[config.mk]
export PLATFORM = sky130hd
export DESIGN_NAME = jsp_top
export DESIGN_NICKNAME = d
export VERILOG_FILES = /design/src/jsp_pkg.sv /design/src/jsp_top.sv
export VERILOG_INCLUDE_DIRS = /design/src
export SDC_FILE = /design/constraint.sdc
export NUM_CORES = 1
export LEC_CHECK = 0
export BUFFER_PORTS_ARGS = -buffer_cell sky130_fd_sc_hd__buf_2
export CAP_MARGIN = 20
export CELL_PAD_IN_SITES_DETAIL_PLACEMENT = 0
export CELL_PAD_IN_SITES_GLOBAL_PLACEMENT = 1
export CORE_MARGIN = 2
export CORE_UTILIZATION = 30
export DETAILED_ROUTE_END_ITERATION = 10
export GPL_ROUTABILITY_DRIVEN = 1
export PLACE_DENSITY_LB_ADDON = 0.1
export SYNTH_ARGS = -nofsm -noshare
export SYNTH_HDL_FRONTEND = slang
export SYNTH_SLANG_ARGS = --single-unit
[constraint.sdc]
create_clock -name pclk -period 2.69 [get_ports pclk]
set_clock_uncertainty 0.15 [all_clocks]
set_input_delay 0.1345 -clock pclk [delete_from_list [all_inputs] [get_ports pclk]]
set_output_delay 0.1345 -clock pclk [all_outputs]
set_load 0.01 [all_outputs]
[src/jsp_regs.svh]
// register indices, field positions, reset values and bus figures of the joystick port
`ifndef JSP_REGS_SVH
`define JSP_REGS_SVH
// register indices; byte address is four times the index
`define JSP_IDX_CTRL      6'h00
`define JSP_IDX_STATUS    6'h02
`define JSP_IDX_IRQ_EN    6'h03
`define JSP_IDX_AX_LOW    6'h04
`define JSP_IDX_AX_HIGH   6'h05
`define JSP_IDX_AY_LOW    6'h06
`define JSP_IDX_AY_HIGH   6'h07
`define JSP_IDX_BX_LOW    6'h08
`define JSP_IDX_CLEAR     6'h0E
`define JSP_IDX_W         6
// control fields
`define JSP_CTRL_ENH      0
// status and enable fields
`define JSP_RDY_AX        0
`define JSP_RDY_AY        1
`define JSP_RDY_BX        2
`define JSP_RDY_BY        3
`define JSP_BTN_LSB       4
`define JSP_BTN_MSB       7
`define JSP_IEN_POS_A     0
`define JSP_IEN_POS_B     1
`define JSP_IEN_EITHER    2
`define JSP_IEN_RSVD      3
// writable mask of the enable register, reserved bit held at zero
`define JSP_IEN_WMASK     8'hF7
// reset values
`define JSP_RST_BYTE      8'h00
`define JSP_RST_WORD      32'h0000_0000
`endif

[src/jsp_pkg.sv]
// types shared by the joystick port register bank
package jsp_pkg;
    typedef logic [7:0]  jsp_byte_t;
    typedef logic [15:0] jsp_count_t;
    typedef logic [31:0] jsp_word_t;
endpackage

[src/jsp_top.sv]
// joystick port interrupt enable, event/ready status and position byte windows on apb
//
// Implementation choice: the APB interface to the registers.
`timescale 1ns/1ps
`default_nettype none
`include "jsp_regs.svh"

// Contract
// - enabled button raises interrupt on its event; enable resets to zero
// - enable bits 7..4 are B button1, B button0, A button1, A button0
// - bit 2 zero needs both counters ready, one accepts either counter ready
// - bit 1 enables joystick B position-complete interrupt, default off
// - enable and counter byte registers only work in enhanced mode
// - each 16-bit counter read as low and high byte, reset zero; here B X has only its low byte and B Y is not mapped
// - writes to counter byte offsets are discarded
// - reading a position counter clears its ready status bit
// - status bits clear by writing one; writing zero does nothing
module jsp_top
    import jsp_pkg::*;
#(
    parameter int ADDR_W = 8
) (
    // clock and reset
    input  wire logic             pclk,
    input  wire logic             presetn,
    // apb slave
    input  wire logic             psel,
    input  wire logic             penable,
    input  wire logic             pwrite,
    input  wire logic [ADDR_W-1:0] paddr,
    input  wire jsp_pkg::jsp_word_t pwdata,
    input  wire logic [3:0]       pstrb,
    output var  jsp_pkg::jsp_word_t prdata,
    output var  logic             pready,
    output var  logic             pslverr,
    // measurement side
    input  wire jsp_pkg::jsp_count_t pos_ax,
    input  wire jsp_pkg::jsp_count_t pos_ay,
    input  wire jsp_pkg::jsp_count_t pos_bx,
    input  wire logic [3:0]       count_done,
    input  wire logic [3:0]       button_event,
    // interrupt and mode
    output var  logic             irq,
    output var  logic             enhanced_mode
);
    import jsp_pkg::*;

    // elaboration check; the index field and the zero test above it need the full byte address
    if (ADDR_W < `JSP_IDX_W + 2) begin : g_addr_w_bad
        $error("jsp_top: ADDR_W too small for register map");
    end

    // index match, shared by read mux, write strobes and read side effects
    function automatic logic hit(input logic [`JSP_IDX_W-1:0] a, input logic [`JSP_IDX_W-1:0] b);
        hit = (a == b);
    endfunction

    jsp_byte_t ctrl_r;
    jsp_byte_t st_r;
    jsp_byte_t st_nxt;
    jsp_byte_t ien_r;
    jsp_word_t prdata_r;
    logic      pready_r;
    logic      pslverr_r;
    logic      irq_r;

    // address decode
    wire logic [`JSP_IDX_W-1:0] idx = paddr[`JSP_IDX_W+1:2];
    wire logic high_zero = (ADDR_W > `JSP_IDX_W + 2) ? (paddr >> (`JSP_IDX_W + 2)) == '0 : 1'b1;
    wire logic aligned   = (paddr[1:0] == 2'b00) && high_zero;
    wire logic enh       = ctrl_r[`JSP_CTRL_ENH];
    wire logic is_ctrl   = hit(idx, `JSP_IDX_CTRL);
    wire logic is_st     = hit(idx, `JSP_IDX_STATUS);
    wire logic is_ien    = hit(idx, `JSP_IDX_IRQ_EN);
    wire logic is_axl    = hit(idx, `JSP_IDX_AX_LOW);
    wire logic is_axh    = hit(idx, `JSP_IDX_AX_HIGH);
    wire logic is_ayl    = hit(idx, `JSP_IDX_AY_LOW);
    wire logic is_ayh    = hit(idx, `JSP_IDX_AY_HIGH);
    wire logic is_bxl    = hit(idx, `JSP_IDX_BX_LOW);
    wire logic is_clr    = hit(idx, `JSP_IDX_CLEAR);
    wire logic is_cnt    = is_axl | is_axh | is_ayl | is_ayh | is_bxl;
    wire logic mapped    = aligned & (is_ctrl | is_st | is_ien | is_cnt | is_clr);

    // apb phases; no wait state, prdata comes from a flop loaded in the setup cycle
    wire logic setup  = psel & ~penable;
    wire logic acc    = psel & penable & pready_r;
    wire logic wr_acc = acc & pwrite & pstrb[0] & mapped;
    wire logic rd_acc = acc & ~pwrite & mapped;

    // counter offsets carry no write strobe at all
    wire logic wr_ctrl = wr_acc & is_ctrl;
    wire logic wr_ien  = wr_acc & is_ien & enh;
    wire logic wr_w1c  = wr_acc & (is_st | is_clr) & enh;

    // read mux; legacy mode hides all enhanced registers
    jsp_byte_t rd_byte;
    always_comb begin
        rd_byte = `JSP_RST_BYTE;
        if (aligned && is_ctrl)
            rd_byte = ctrl_r;
        else if (aligned && enh) begin
            if (is_st)  rd_byte = st_r;
            if (is_ien) rd_byte = ien_r & `JSP_IEN_WMASK;
            if (is_axl) rd_byte = pos_ax[7:0];
            if (is_axh) rd_byte = pos_ax[15:8];
            if (is_ayl) rd_byte = pos_ay[7:0];
            if (is_ayh) rd_byte = pos_ay[15:8];
            if (is_bxl) rd_byte = pos_bx[7:0];
        end
    end

    // a counter is done being read at its last byte; B X has only its low byte here
    wire logic [3:0] rd_clr = {1'b0,
                               rd_acc & enh & is_bxl,
                               rd_acc & enh & is_ayh,
                               rd_acc & enh & is_axh};
    wire jsp_byte_t clr_mask = wr_w1c ? pwdata[7:0] : `JSP_RST_BYTE;
    wire jsp_byte_t set_mask = enh ? {button_event, count_done} : `JSP_RST_BYTE;

    // set beats clear so an event in the clearing cycle survives
    always_comb begin
        st_nxt = (st_r & ~clr_mask & ~{4'h0, rd_clr}) | set_mask;
    end

    // interrupt terms
    wire logic either  = ien_r[`JSP_IEN_EITHER];
    wire logic [1:0] ra = st_r[`JSP_RDY_AY:`JSP_RDY_AX];
    wire logic [1:0] rb = st_r[`JSP_RDY_BY:`JSP_RDY_BX];
    wire logic pos_a   = either ? |ra : &ra;
    wire logic pos_b   = either ? |rb : &rb;
    wire logic btn_irq = |(st_r[`JSP_BTN_MSB:`JSP_BTN_LSB] & ien_r[`JSP_BTN_MSB:`JSP_BTN_LSB]);
    wire logic irq_nxt = enh & (btn_irq
                                | (ien_r[`JSP_IEN_POS_A] & pos_a)
                                | (ien_r[`JSP_IEN_POS_B] & pos_b));

    // control register
    always_ff @(posedge pclk or negedge presetn) begin
        if (!presetn)
            ctrl_r <= `JSP_RST_BYTE;
        else if (wr_ctrl)
            ctrl_r <= {7'h00, pwdata[`JSP_CTRL_ENH]};
    end

    // interrupt enable, reserved bit never stored
    always_ff @(posedge pclk or negedge presetn) begin
        if (!presetn)
            ien_r <= `JSP_RST_BYTE;
        else if (wr_ien)
            ien_r <= pwdata[7:0] & `JSP_IEN_WMASK;
    end

    // sticky status
    always_ff @(posedge pclk or negedge presetn) begin
        if (!presetn)
            st_r <= `JSP_RST_BYTE;
        else
            st_r <= st_nxt;
    end

    // apb answer flops
    always_ff @(posedge pclk or negedge presetn) begin
        if (!presetn) begin
            pready_r  <= 1'b0;
            pslverr_r <= 1'b0;
            prdata_r  <= `JSP_RST_WORD;
        end else begin
            pready_r  <= setup;
            pslverr_r <= setup & ~mapped;
            prdata_r  <= (setup && !pwrite) ? {24'h000000, rd_byte} : `JSP_RST_WORD;
        end
    end

    // interrupt flop; level stays while any enabled term stays set
    always_ff @(posedge pclk or negedge presetn) begin
        if (!presetn)
            irq_r <= 1'b0;
        else
            irq_r <= irq_nxt;
    end

    assign prdata        = prdata_r;
    assign pready        = pready_r;
    assign pslverr       = pslverr_r;
    assign irq           = irq_r;
    assign enhanced_mode = ctrl_r[`JSP_CTRL_ENH];
endmodule // jsp_top
`default_nettype wire

* Word-level counts from Yosys, hierarchy flattened
Index checks and enable logic that the tools add are counted.
** Word-level totals
- Register bits after elaboration :: 27
- Input port bits :: 105
- Output and inout bits :: 36
** Operators by class
- Eq/ne operators :: 8
- Multiplexer cells :: 14
- Bitwise gates (word level) :: 42
- Reduce and logical (&&, ||, !) cells :: 11
** Operators with widths (number)
- $mux 8 :: 12
- $eq 6x3->1 const B :: 4
- $and 1x1->1 :: 22
- $and 8x8->8 :: 2
- $eq 6x2->1 const B :: 2
- $eq 6x4->1 const B :: 2
- $or 1x1->1 :: 11
- $not 3->8 :: 1
- $not 8->8 :: 1
- $or 8x8->8 :: 1
- $logic_not 6->1 :: 1
- $and 4x4->4 :: 1
- $reduce_and 2->1 :: 2
- $reduce_or 2->1 :: 2
- $reduce_or 4->1 :: 1
- $logic_and 1x1->1 :: 3
- $not 1->1 :: 3
- $logic_not 2->1 :: 1
- $mux 1 :: 2
- $logic_not 1->1 :: 1

* Depth between registers and ports, before layout
Gate-level depths: netlist of the first run.
- Word-level depth :: 16
- Depth in mapped cells :: 6
- Gate-level depth less buffers :: 5

* Least setup slack after synthesis of the first run
No wires, ideal clock.
- Path type :: register -> register
- Start point :: reg pready_r (netlist: pready)
- End point :: reg ien_r[0]
- Arrival time :: 1.624 ns
- Required time :: 2.415 ns
- Setup slack :: 0.791 ns
- Stages on the path, launching flop included :: 6
- Cells stage by stage :: dfrtp_1 > and3_1 > and3_1 > nand3_1 > nor4b_4 > mux2_2
** On the way
- Longest elaborated chain between the ends :: 6
** RTL lines
- start: declaration :: line jsp_top.sv:63 : logic pready_r;
- start signal: assignment :: line jsp_top.sv:167 : pready_r <= setup;
- $and 1x1->1 :: line jsp_top.sv:86 : wire logic acc = psel & penable & pready_r;
- $and 1x1->1 (3 in a row) :: line jsp_top.sv:87 : wire logic wr_acc = acc & pwrite & pstrb[0] & mapped;
- $and 1x1->1 (2 in a row) :: line jsp_top.sv:92 : wire logic wr_ien = wr_acc & is_ien & enh;
- end signal: assignment :: line jsp_top.sv:147 : ien_r <= `JSP_RST_BYTE;
- end signal: assignment :: line jsp_top.sv:149 : ien_r <= pwdata[7:0] & `JSP_IEN_WMASK;
- end: declaration :: line jsp_top.sv:61 : jsp_byte_t ien_r;
Every way passes these cells.
A chain may end at the register's enable or synchronous reset.

* Worst setup path after layout of the first run
- Start point :: in penable
- End point :: reg st_r[3]
** On the way
- Longest elaborated chain between the ends :: 12
** RTL lines
- start: declaration :: line jsp_top.sv:28 : input wire logic penable,
- $and 1x1->1 (2 in a row) :: line jsp_top.sv:86
- $and 1x1->1 (3 in a row) :: line jsp_top.sv:87
- $and 1x1->1 (2 in a row) :: line jsp_top.sv:93 : wire logic wr_w1c = wr_acc & (is_st | is_clr) & enh;
- $mux 8 (no source line)
- $not 8->8 :: line jsp_top.sv:122 : st_nxt = (st_r & ~clr_mask & ~{4'h0, rd_clr}) | set_mask;
- $and 8x8->8 (2 in a row) :: line jsp_top.sv:122
- $or 8x8->8 :: line jsp_top.sv:122
- via st_nxt[3] :: line jsp_top.sv:60 : jsp_byte_t st_nxt;
- end signal: assignment :: line jsp_top.sv:155 : st_r <= `JSP_RST_BYTE;
- end signal: assignment :: line jsp_top.sv:157 : st_r <= st_nxt;
- end: declaration :: line jsp_top.sv:59 : jsp_byte_t st_r;
The timed path passes the listed nets, and every way through them passes these cells.

==> out/qor.txt, run 1 <==
Outcome = completed
Critical-path cell with the highest stage delay = dlygate4sd3_1
DRC errors left = 0
Filler cells = 613
Crit-path max FO = 8
HP Class = input port to register
Slew @ Worst Pin = 688 ps
Adder-cell share of the synthesized area = 1.09%
Initial DRT Pass Iterations = 4
Metal2 WL = 2510 um
RSZ-0062 raised after global routing = false
P per Cell Area = 325 nW/um^2
Yosys warns = 0
Initial antenna violation count = 0
Psw = 233 uW
Worst path max stage delay = 550 ps
Die width = 82.3 um
Share of cells above drive strength 1 = 36.1%
Clock insertion delay at the later pin of the skew report = 280 ps
Metal3 WL = 331 um
TritonCTS Sinks = 27
Total power draw = 842 uW
Core Region = 5920 sq um
CTS H-tree depth = 1
Hpwl dp = 4000 um
Clock transition at the registers of the reported paths = 100 ps
WP buf/inv = 4
Final setup viols = 0
Global-route usage over all layers = 15.9%
CTS Buffer Depth = 2
P_leak = 0.00126 uW
Synthesized area per cell = 9.74 sq um
Crit-path leading delay family = buffers and inverters
# port buffers = 81
Drt total wl = 5350 um
Ant diodes = 0
WL/cell = 14.3 um
Hold Fails Final Rpt = 0
Compound-Gate Fraction of Synth Area = 15.6%
Cell Rows = 28
Reg2Reg Setup Slack = 510 ps
Post-synth top flop = dfrtp_1
Root Driver = clkbuf_8
Post-Syn Area = 1840 sq um
Largest net degree at the start of global routing = 33
Final Cycle Share = 82.6%
CTS buffer count = 3
Multi-input gate area = 1030 sq um
Cell Int Power = 609 uW
Area growth, synth to finish = 40.7%
M1 wire length = 2450 um
Mapped Cells = 189
Die Span Y = 82.3 um
Residual overflow from global routing = 0
Sw Ratio = 27.7%
Critical Path Sink Type = register
Max-slew headroom = 54.1%
Final Wtd Congestion = 0.769
TritonCTS clock tree = yes
Multiplexer share of the synthesized area = 14.3%
Post-synth EDFFs = 0
Cts repair resizes = 0
CP Cell Sequence = dlygate4sd3_1, buf_2, and3_1, nand4_1, nor4_2, buf_4, nand2_1, a22o_1, dlygate4sd3_1
Initial cell density of the core = 31.1%
Clk network pwr share = 29.4%
Max cap viols = 0
WHS = 32.9 ps
Nets = 405
F_max = 450 MHz
Vias/cell = 4.64
Unique cell type count in the Yosys netlist = 44
Initial DRC Count = 67
Top cell by count, worst path = dlygate4sd3_1
Sequential share of the synthesized area = 36.7%
FF/Latch Area = 676 sq um
Part of the power in combinational logic = 21.4%
Number of vias after detailed routing = 1736
Max Used Layer = met4
Die area = 6780 sq um
Slew Limit Fails = 0
Number of placed I/O pins = 141
Maximum VDD drop = 196 uV
Final Critical Period = 2220 ps
Layout Utilization = 43.7%
Required @ worst endpoint = 2710 ps
Setup TNS Final = 0 ps
Xor/xnor cell area share of the yosys netlist = 0%
Crit path kind = input port to register
Vias in the first global route = 1643
First-pass GRT wire length = 8110 um
Antenna-violating nets left = 0
Post-Synth Simple-Gate Area = 19.9%
Sequential share of power = 49.2%
Largest family of logic cells by synthesized area = simple AND/OR/NAND/NOR gates
Post-synth ARST share = 100%
Critical Path Source Type = input port
WP data arrival = 2250 ps
Seq cells post-synth = 27
Post-CTS Setup Bufs = 0
layout by cell type, fill, tap and decap left out, types with 3 or more instances in the layout:
master / count
a21o_1: 3
a21oi_1: 8
a22o_1: 5
a22oi_1: 4
buf_2: 81
buf_4: 5
clkbuf_8: 3
conb_1: 24
dfrtp_1: 27
dlygate4sd3_1: 29
inv_1: 3
mux2_2: 9
mux2i_1: 5
mux4_2: 5
nand2_1: 17
nand2b_1: 3
nand3_1: 6
nor2_1: 10
nor2b_1: 5
nor3_1: 6
o21ai_0: 8
o31ai_1: 3
synthesized netlist by cell type, types with 2 or more instances:
library cell	n	area, sq um
dfrtp_1	27	676
inv_1	3	11.3
a21oi_1	8	40.0
nor3_1	6	30.0
a21o_1	3	22.5
buf_4	24	180
mux4_2	5	113
a22o_1	5	43.8
nand2_1	17	63.8
a311oi_1	2	17.5
nand4b_1	2	17.5
mux2_2	9	101
o31ai_1	3	22.5
nor2_1	10	37.5
mux2i_1	5	50.1
maj3_1	2	20.0
a22oi_1	4	30.0
a31oi_1	2	12.5
o21ai_0	8	40.0
buf_2	2	10.0
nand3_1	6	30.0
nor3b_1	2	15.0
nand2b_1	3	18.8
and3_1	2	12.5
clkbuf_1	5	18.8
nor2b_1	5	31.3
nand4_1	2	12.5
repair_timing:
action	in CTS	in global routing
hold buffers	29	0
setup endpoints to repair	0	0
endpoints found under the hold margin	52	0
stage by stage:
step                      instance area, sq um  setup WS, ps  std cells
final                                     2590           468        374
after global routing                      2590           330        374
after floorplan                           1930           791        212
after detailed placement                  2250           501        341
after CTS                                 2590           471        374
after global placement                    2250           518        341
kinds of logic after synthesis:
logic type                 count (synthesis)
DFF                                       27
other                                      1
muxes                                     19
adders and majority gates                  2
buffers and inverters                     35
AOI/OAI and AO/OA                         42
and+or+nand+nor                           63
metal layers:
metal	vias up	GRT usage [%]
met4	0	5.00
met2	63	26.3
met1	800	21.8
met5	-	0
li1	869	-
met3	4	1.52
power groups by stage:
| stage | registers, uW | logic (uW) | clock network (uW) |
|---|---|---|---|
| floorplan | 422 | 97.2 | 0 |
| global placement | 422 | 151 | 0 |
| detailed placement | 422 | 152 | 0 |
| CTS | 415 | 183 | 254 |
| global route | 415 | 200 | 277 |
| finish | 414 | 181 | 247 |
registers in the layout (all words and copies together), names as in the netlist:
register  flops
prdata        8
st_r          8
ien_r         7
ctrl_r        1
irq           1
pready        1
pslverr       1
path summary, 6_finish.rpt:
check	from	endpoint	cells past startpoint
worst max register to register	ctrl_r[0]$_DFFE_PN0P_	st_r[3]$_DFF_PN0_	7
max in group asynchronous	presetn	st_r[0]$_DFF_PN0_	2
worst min register to register	ien_r[7]$_DFFE_PN0P_	ien_r[7]$_DFFE_PN0P_	1
min in group asynchronous	presetn	prdata[1]$_DFF_PN0_	2
worst max-delay path	penable	st_r[3]$_DFF_PN0_	9
worst min-delay path	paddr[0]	prdata[0]$_DFF_PN0_	4
tightest hold or removal path, cell delays in order:
cell and delay, ps:
buf_2 90, nor4b_1 50, nand2_1 100, a31oi_1 50
cell type report:
cell class	instances	area share [%]
flip-flops and latches	27	26.1
multi-input cells	150	39.7
inverters	3	0.435
well taps	75	3.62
repair buffers	115	28.3
clock buffers	3	1.59
clock inverters	1	0.290
Power figures use the tool's default switching activity.
==> inputs of run 2 (changes only) <==
--- a/config.mk
+++ b/config.mk
@@ -6,12 +6,13 @@
 export SDC_FILE = /design/constraint.sdc
 export NUM_CORES = 1
 export LEC_CHECK = 0
+export ABC_AREA = 1
 export BUFFER_PORTS_ARGS = -buffer_cell sky130_fd_sc_hd__buf_2
 export CAP_MARGIN = 20
 export CELL_PAD_IN_SITES_DETAIL_PLACEMENT = 0
 export CELL_PAD_IN_SITES_GLOBAL_PLACEMENT = 1
 export CORE_MARGIN = 2
-export CORE_UTILIZATION = 30
+export CORE_UTILIZATION = 27
 export DETAILED_ROUTE_END_ITERATION = 10
 export GPL_ROUTABILITY_DRIVEN = 1
 export PLACE_DENSITY_LB_ADDON = 0.1
==> constraint.sdc (replaced) <==
create_clock -name pclk -period 2.27 [get_ports pclk]
set_clock_uncertainty 0.15 [all_clocks]
set_input_delay 0.1135 -clock pclk [delete_from_list [all_inputs] [get_ports pclk]]
set_output_delay 0.1135 -clock pclk [all_outputs]
set_load 0.01 [all_outputs]
==> run 2 against run 1 <==
  * Via count is 21% higher
  * Synthesized area is 6.6% higher
  * Largest power group unchanged
  * Sequential cell count stayed put
  * Clock-buffer cell count stayed put
  * Design area is 12% higher
  * Largest cell class unchanged
  * Highest routed layer unchanged
==> out/qor.txt, run 2 <==
Outcome = completed
Final Cycle Share = 96.0%
Fin cells = 503
P per Cell Area = 337 nW/um^2
Met3 Use GR = 2.59%
CTS Buffer Depth = 2
Post-synth ARST share = 100%
Hold Fails Final Rpt = 0
Critical Path Source Type = input port
Clk network pwr share = 30.7%
Nets = 510
Area growth, synth to finish = 47.3%
R2R depth = 8
Core Region = 7140 sq um
WHS = 2.17 ps
Sw Ratio = 27.8%
Die area = 7960 sq um
Residual overflow from global routing = 0
Number of vias after detailed routing = 2107
Count leader, synth = nand2_1
Vias in the first global route = 2037
Critical Path Sink Type = register
Final Critical Period = 2180 ps
Met1 usage = 20.1%
Initial DRC Count = 73
Psw = 270 uW
# port buffers = 81
WL/cell = 12.1 um
Filler cells = 830
Grt met2 use = 26.1%
Initial cell density of the core = 27.5%
Hpwl dp = 4620 um
Max-slew headroom = 57.4%
Synthesized area per cell = 7.08 sq um
CTS buffer count = 3
RSZ-0062 raised after global routing = true
Initial antenna violation count = 0
Most common cell after layout, fill and taps aside = buf_2
Largest net degree at the start of global routing = 28
Required @ worst endpoint = 2300 ps
Post-Syn Area = 1960 sq um
Post-synth EDFFs = 0
Commonest non-fill, non-tap cells in the layout = 81 x buf_2, 79 x nand2_1, 42 x dlygate4sd3_1
Cell Rows = 31
Post-DP Area = 2400 sq um
Die Span Y = 89.2 um
Placed cells = 456
HP Class = input port to register
Final Cell Area = 2890 sq um
Multi-input gate area = 1050 sq um
Initial DRT Pass Iterations = 4
Yosys warns = 0
Maximum VDD drop = 220 uV
Part of the power in combinational logic = 19.4%
Global-route usage over all layers = 15.3%
Die width = 89.2 um
Final setup viols = 0
Worst Hold Depth = 5
Clock insertion delay at the later pin of the skew report = 280 ps
Crit path kind = input port to register
Unique cell type count in the Yosys netlist = 30
P_leak = 0.00162 uW
Slew @ Worst Pin = 640 ps
Synth area leader = dfrtp_1
Antenna-violating nets left = 0
Synth top area share = 34.4%
Setup TNS Final = 0 ps
TritonCTS clock tree = yes
DRC errors left = 0
Clock transition at the registers of the reported paths = 110 ps
Root Driver = clkbuf_8
Ant diodes = 0
WP data arrival = 2210 ps
Crit-path max FO = 9
FF/Latch Area = 676 sq um
Sequential share of the synthesized area = 34.4%
Share of cells above drive strength 1 = 28.0%
Synth area leaders = dfrtp_1 34%, nand2_1 15%, buf_4 9.2%, inv_1 5.9%, nand4_1 4.8%
Cell Int Power = 702 uW
Vias/cell = 4.19
Number of placed I/O pins = 141
Mapped Cells = 277
Sequential share of power = 49.8%
TritonCTS Sinks = 27
First-pass GRT wire length = 9360 um
Seq cells post-synth = 27
CTS H-tree depth = 1
Total power draw = 973 uW
Post-synth top cells = 79 x nand2_1, 31 x inv_1, 27 x dfrtp_1, 24 x buf_4, 24 x nor2_1
Final Wtd Congestion = 0.748
Post-synth top flop = dfrtp_1
GRT Max-Usage Layer = met2
Slew Limit Fails = 0
Max cap viols = 0
Drt total wl = 6070 um
F_max = 459 MHz
[run 2: cell count changes in the layout (fill, tap and decap cells not counted), sizes merged, moves of 10 or more]
cell,delta
o21ai,+14
inv,+30
nand2,+65
nand4,+13
dlygate4sd3,+13
nand3,+10
nor2,+18
[run 2: final cells by class]
| cell class | instances | share of cell area, % |
|---|---|---|
| inverter | 34 | 4.42 |
| clock inverter | 1 | 0.260 |
| tap | 99 | 4.29 |
| multi-input combinational | 211 | 36.2 |
| timing repair buffer | 128 | 30.0 |
| sequential | 27 | 23.4 |
| clock buffer | 3 | 1.43 |
[run 2: kinds of logic after synthesis]
kind of cell    Yosys count  share of synthesized area, %
simple gates            146                          35.5
buf+inv                  62                          16.8
compound gates           40                          12.6
flops                    27                          34.4
xor+xnor                  1                         0.447
other cells               1                         0.191
[run 2: power by group through the flow]
stage / logic, uW / clock network [uW] / registers [uW]
floorplan: 86.8 / 0 / 495
global route: 213 / 333 / 485
global placement: 149 / 0 / 494
finish: 189 / 299 / 485
detailed placement: 148 / 0 / 494
CTS: 190 / 318 / 485
[run 2: metal layers]
layer  vias to the layer above  routed length [um]
li1                       1103                   -
met1                       933                2930
met2                        67                2760
met3                         4                 337
met4                         0                  41
met5                         -                   0
[run 2: final timing paths]
| kind | to | startpoint | slack, ps |
|---|---|---|---|
| max in group asynchronous | pready$_DFF_PN0_ | presetn | 1330 |
| max | st_r[4]$_DFF_PN0_ | psel | 90 |
| min in group asynchronous | prdata[6]$_DFF_PN0_ | presetn | 220 |
| max reg2reg | st_r[4]$_DFF_PN0_ | pready$_DFF_PN0_ | 220 |
| min reg2reg | ien_r[1]$_DFFE_PN0P_ | ien_r[1]$_DFFE_PN0P_ | 370 |
| min | prdata[0]$_DFF_PN0_ | pos_ay[8] | 2 |
[run 2: critical path, stage by stage]
cell and delay, ps:
dlygate4sd3_1 530, buf_2 110, nand3_1 90, nand3b_1 210, nor3_4 230, buf_6 160, nand4_1 90, nand2_1 90
nand2_1 40, dlygate4sd3_1 540
[run 2: what timing repair did]
action                                  4_1_cts  5_1_grt
endpoints found under the hold margin        51        0
endpoints found under the setup margin        0        8
hold buffers                                 42        0
buffers inserted                              0        1
gates resized for setup                       0        2
[run 2: through the flow]
step | util (%) | setup WS (ps)
floorplan | - | 599
global placement | 33.7 | 529
detailed placement | 33.7 | 534
CTS | 40.3 | 72.8
global route | 40.5 | -4.44
finish | 40.5 | 90.2
==> inputs of run 3 (changes only) <==
--- a/config.mk
+++ b/config.mk
@@ -11,10 +11,12 @@
 export CAP_MARGIN = 20
 export CELL_PAD_IN_SITES_DETAIL_PLACEMENT = 0
 export CELL_PAD_IN_SITES_GLOBAL_PLACEMENT = 1
+export CORE_ASPECT_RATIO = 1.25
 export CORE_MARGIN = 2
 export CORE_UTILIZATION = 27
 export DETAILED_ROUTE_END_ITERATION = 10
 export GPL_ROUTABILITY_DRIVEN = 1
+export HOLD_SLACK_MARGIN = 0.05
 export PLACE_DENSITY_LB_ADDON = 0.1
 export SYNTH_ARGS = -nofsm -noshare
 export SYNTH_HDL_FRONTEND = slang
==> run 3 against run 2 <==
  * First-iteration DRC count down 2.7%
  * Critical path depth down 1
  * Power up 0.74%
  * Global-route usage down 0.58 points
  * Utilization up 1.0 points
  * Clock power up 2%
  * Sequential power about the same
  * Combinational power about the same
  * Maximum frequency up 2.3%
  * Clock-buffer cell count unchanged
  * Cell count down 1.2%
  * Wire length down 2.9%
  * Critical endpoint is now st_r[0]$_DFF_PN0_
  * Largest cell class unchanged
  * Highest routed layer unchanged
==> out/qor.txt, run 3 (synthesized netlist as in run 2, its figures left out) <==
Outcome = completed
Area growth, synth to finish = 48.5%
Final Cell Area = 2910 sq um
Initial DRT Pass Iterations = 4
Commonest non-fill, non-tap cells in the layout = 80 x buf_2, 79 x nand2_1, 46 x dlygate4sd3_1
CTS H-tree depth = 1
CTS buffer count = 3
Worst Hold Depth = 5
Initial DRC Count = 71
P per Cell Area = 336 nW/um^2
Core Region = 7020 sq um
Number of placed I/O pins = 141
Drt total wl = 5890 um
Hpwl dp = 4510 um
Clock transition at the registers of the reported paths = 110 ps
Max-slew headroom = 56.9%
Die area = 7970 sq um
Required @ worst endpoint = 2300 ps
Hold Fails Final Rpt = 0
Initial antenna violation count = 0
Final Critical Period = 2130 ps
Number of vias after detailed routing = 2094
Root Driver = clkbuf_8
Largest net degree at the start of global routing = 28
Critical Path Source Type = input port
Critical Path Sink Type = register
Total power draw = 980 uW
Post-DP Area = 2390 sq um
HP Class = input port to register
Initial cell density of the core = 28.0%
# port buffers = 81
TritonCTS Sinks = 27
Maximum VDD drop = 220 uV
RSZ-0062 raised after global routing = false
Part of the power in combinational logic = 19.3%
Share of cells above drive strength 1 = 27.5%
Crit path kind = input port to register
WL/cell = 11.9 um
Most common cell after layout, fill and taps aside = buf_2
Clk network pwr share = 31.2%
Reg2Reg Setup Slack = 180 ps
Die Span Y = 99.3 um
Vias/cell = 4.21
Die width = 80.2 um
Cell Int Power = 704 uW
Crit-path max FO = 4
Hold path start = pwrite
First-pass GRT wire length = 9340 um
Antenna-violating nets left = 0
Vias in the first global route = 2009
Sw Ratio = 28.2%
TritonCTS clock tree = yes
Reg2reg start = pready$_DFF_PN0_
Ant diodes = 0
Slew Limit Fails = 0
F_max = 469 MHz
Nets = 513
Final Wtd Congestion = 0.740
Setup TNS Final = 0 ps
Residual overflow from global routing = 0
WHS = 61.8 ps
Filler cells = 778
Critical R2R Capture = st_r[0]$_DFF_PN0_
Global-route usage over all layers = 14.7%
Final Cycle Share = 93.8%
Final setup viols = 0
CTS Buffer Depth = 2
Sequential share of power = 49.5%
Cell Rows = 34
WP data arrival = 2160 ps
DRC errors left = 0
Psw = 276 uW
Hold EP = prdata[0]$_DFF_PN0_
Clock insertion delay at the later pin of the skew report = 280 ps
R2R depth = 8
Max cap viols = 0
P_leak = 0.00164 uW
Layout Utilization = 41.5%
Slew @ Worst Pin = 647 ps
==> run 3: power by group through the flow <==
stage	clock [uW]	combinational [uW]	sequential, uW
finish	306	189	485
CTS	318	191	485
floorplan	0	86.8	495
global route	333	211	485
detailed placement	0	145	494
global placement	0	146	494
==> run 3: layer usage <==
| layer | up-vias | part of all wire (%) | global-route usage (%) |
|---|---|---|---|
| li1 | 1110 | - | - |
| met4 | 0 | 0.90 | 3.91 |
| met2 | 66 | 49 | 26.0 |
| met1 | 916 | 45 | 19.2 |
| met3 | 2 | 5.2 | 0.817 |
| met5 | - | 0 | 0 |
==> run 3: critical path, stage by stage <==
cell and delay [ps]:
dlygate4sd3_1 570, nand3_2 90, nand3b_1 210, nor3_4 270
buf_4 180, nand4_1 70, nand2_1 70, nand2_1 40
dlygate4sd3_1 550
==> run 3: what timing repair did <==
item / CTS / global route
endpoints found under the hold margin: 53 / 0
hold buffers: 46 / 0
endpoints found under the setup margin: 0 / 9
setup buffers: 0 / 1
gates resized for setup: 0 / 3
==> run 3: stage by stage <==
step	setup WS, ps	instances
finish	140	497
global route	1.30	497
CTS	24.3	496
detailed placement	518	446
global placement	542	446
floorplan	599	300
==> run 3: layout make-up <==
class	instances	area (sq um)	share of cell area [%]
Multi-Input combinational cell	211	1050	35.9
Timing Repair Buffer	131	902	31.0
Sequential cell	27	676	23.2
Inverter	34	128	4.38
Tap cell	90	113	3.86
Clock buffer	3	41.3	1.42
Clock inverter	1	7.51	0.258
==> run 3: how the worst max path moves through the flow <==
stage                     start              endpoint  slack (ps)  depth (start not counted)
6_report                   psel     st_r[0]$_DFF_PN0_         140                          9
3_5_place_dp           paddr[7]  ien_r[4]$_DFFE_PN0P_         520                          9
4_1_cts                    psel     st_r[5]$_DFF_PN0_          20                         10
3_3_place_gp           paddr[7]  ien_r[4]$_DFFE_PN0P_         540                          9
5_1_grt                    psel     st_r[1]$_DFF_PN0_           1                          9
2_1_floorplan  pready$_DFF_PN0_  ien_r[0]$_DFFE_PN0P_         600                          7
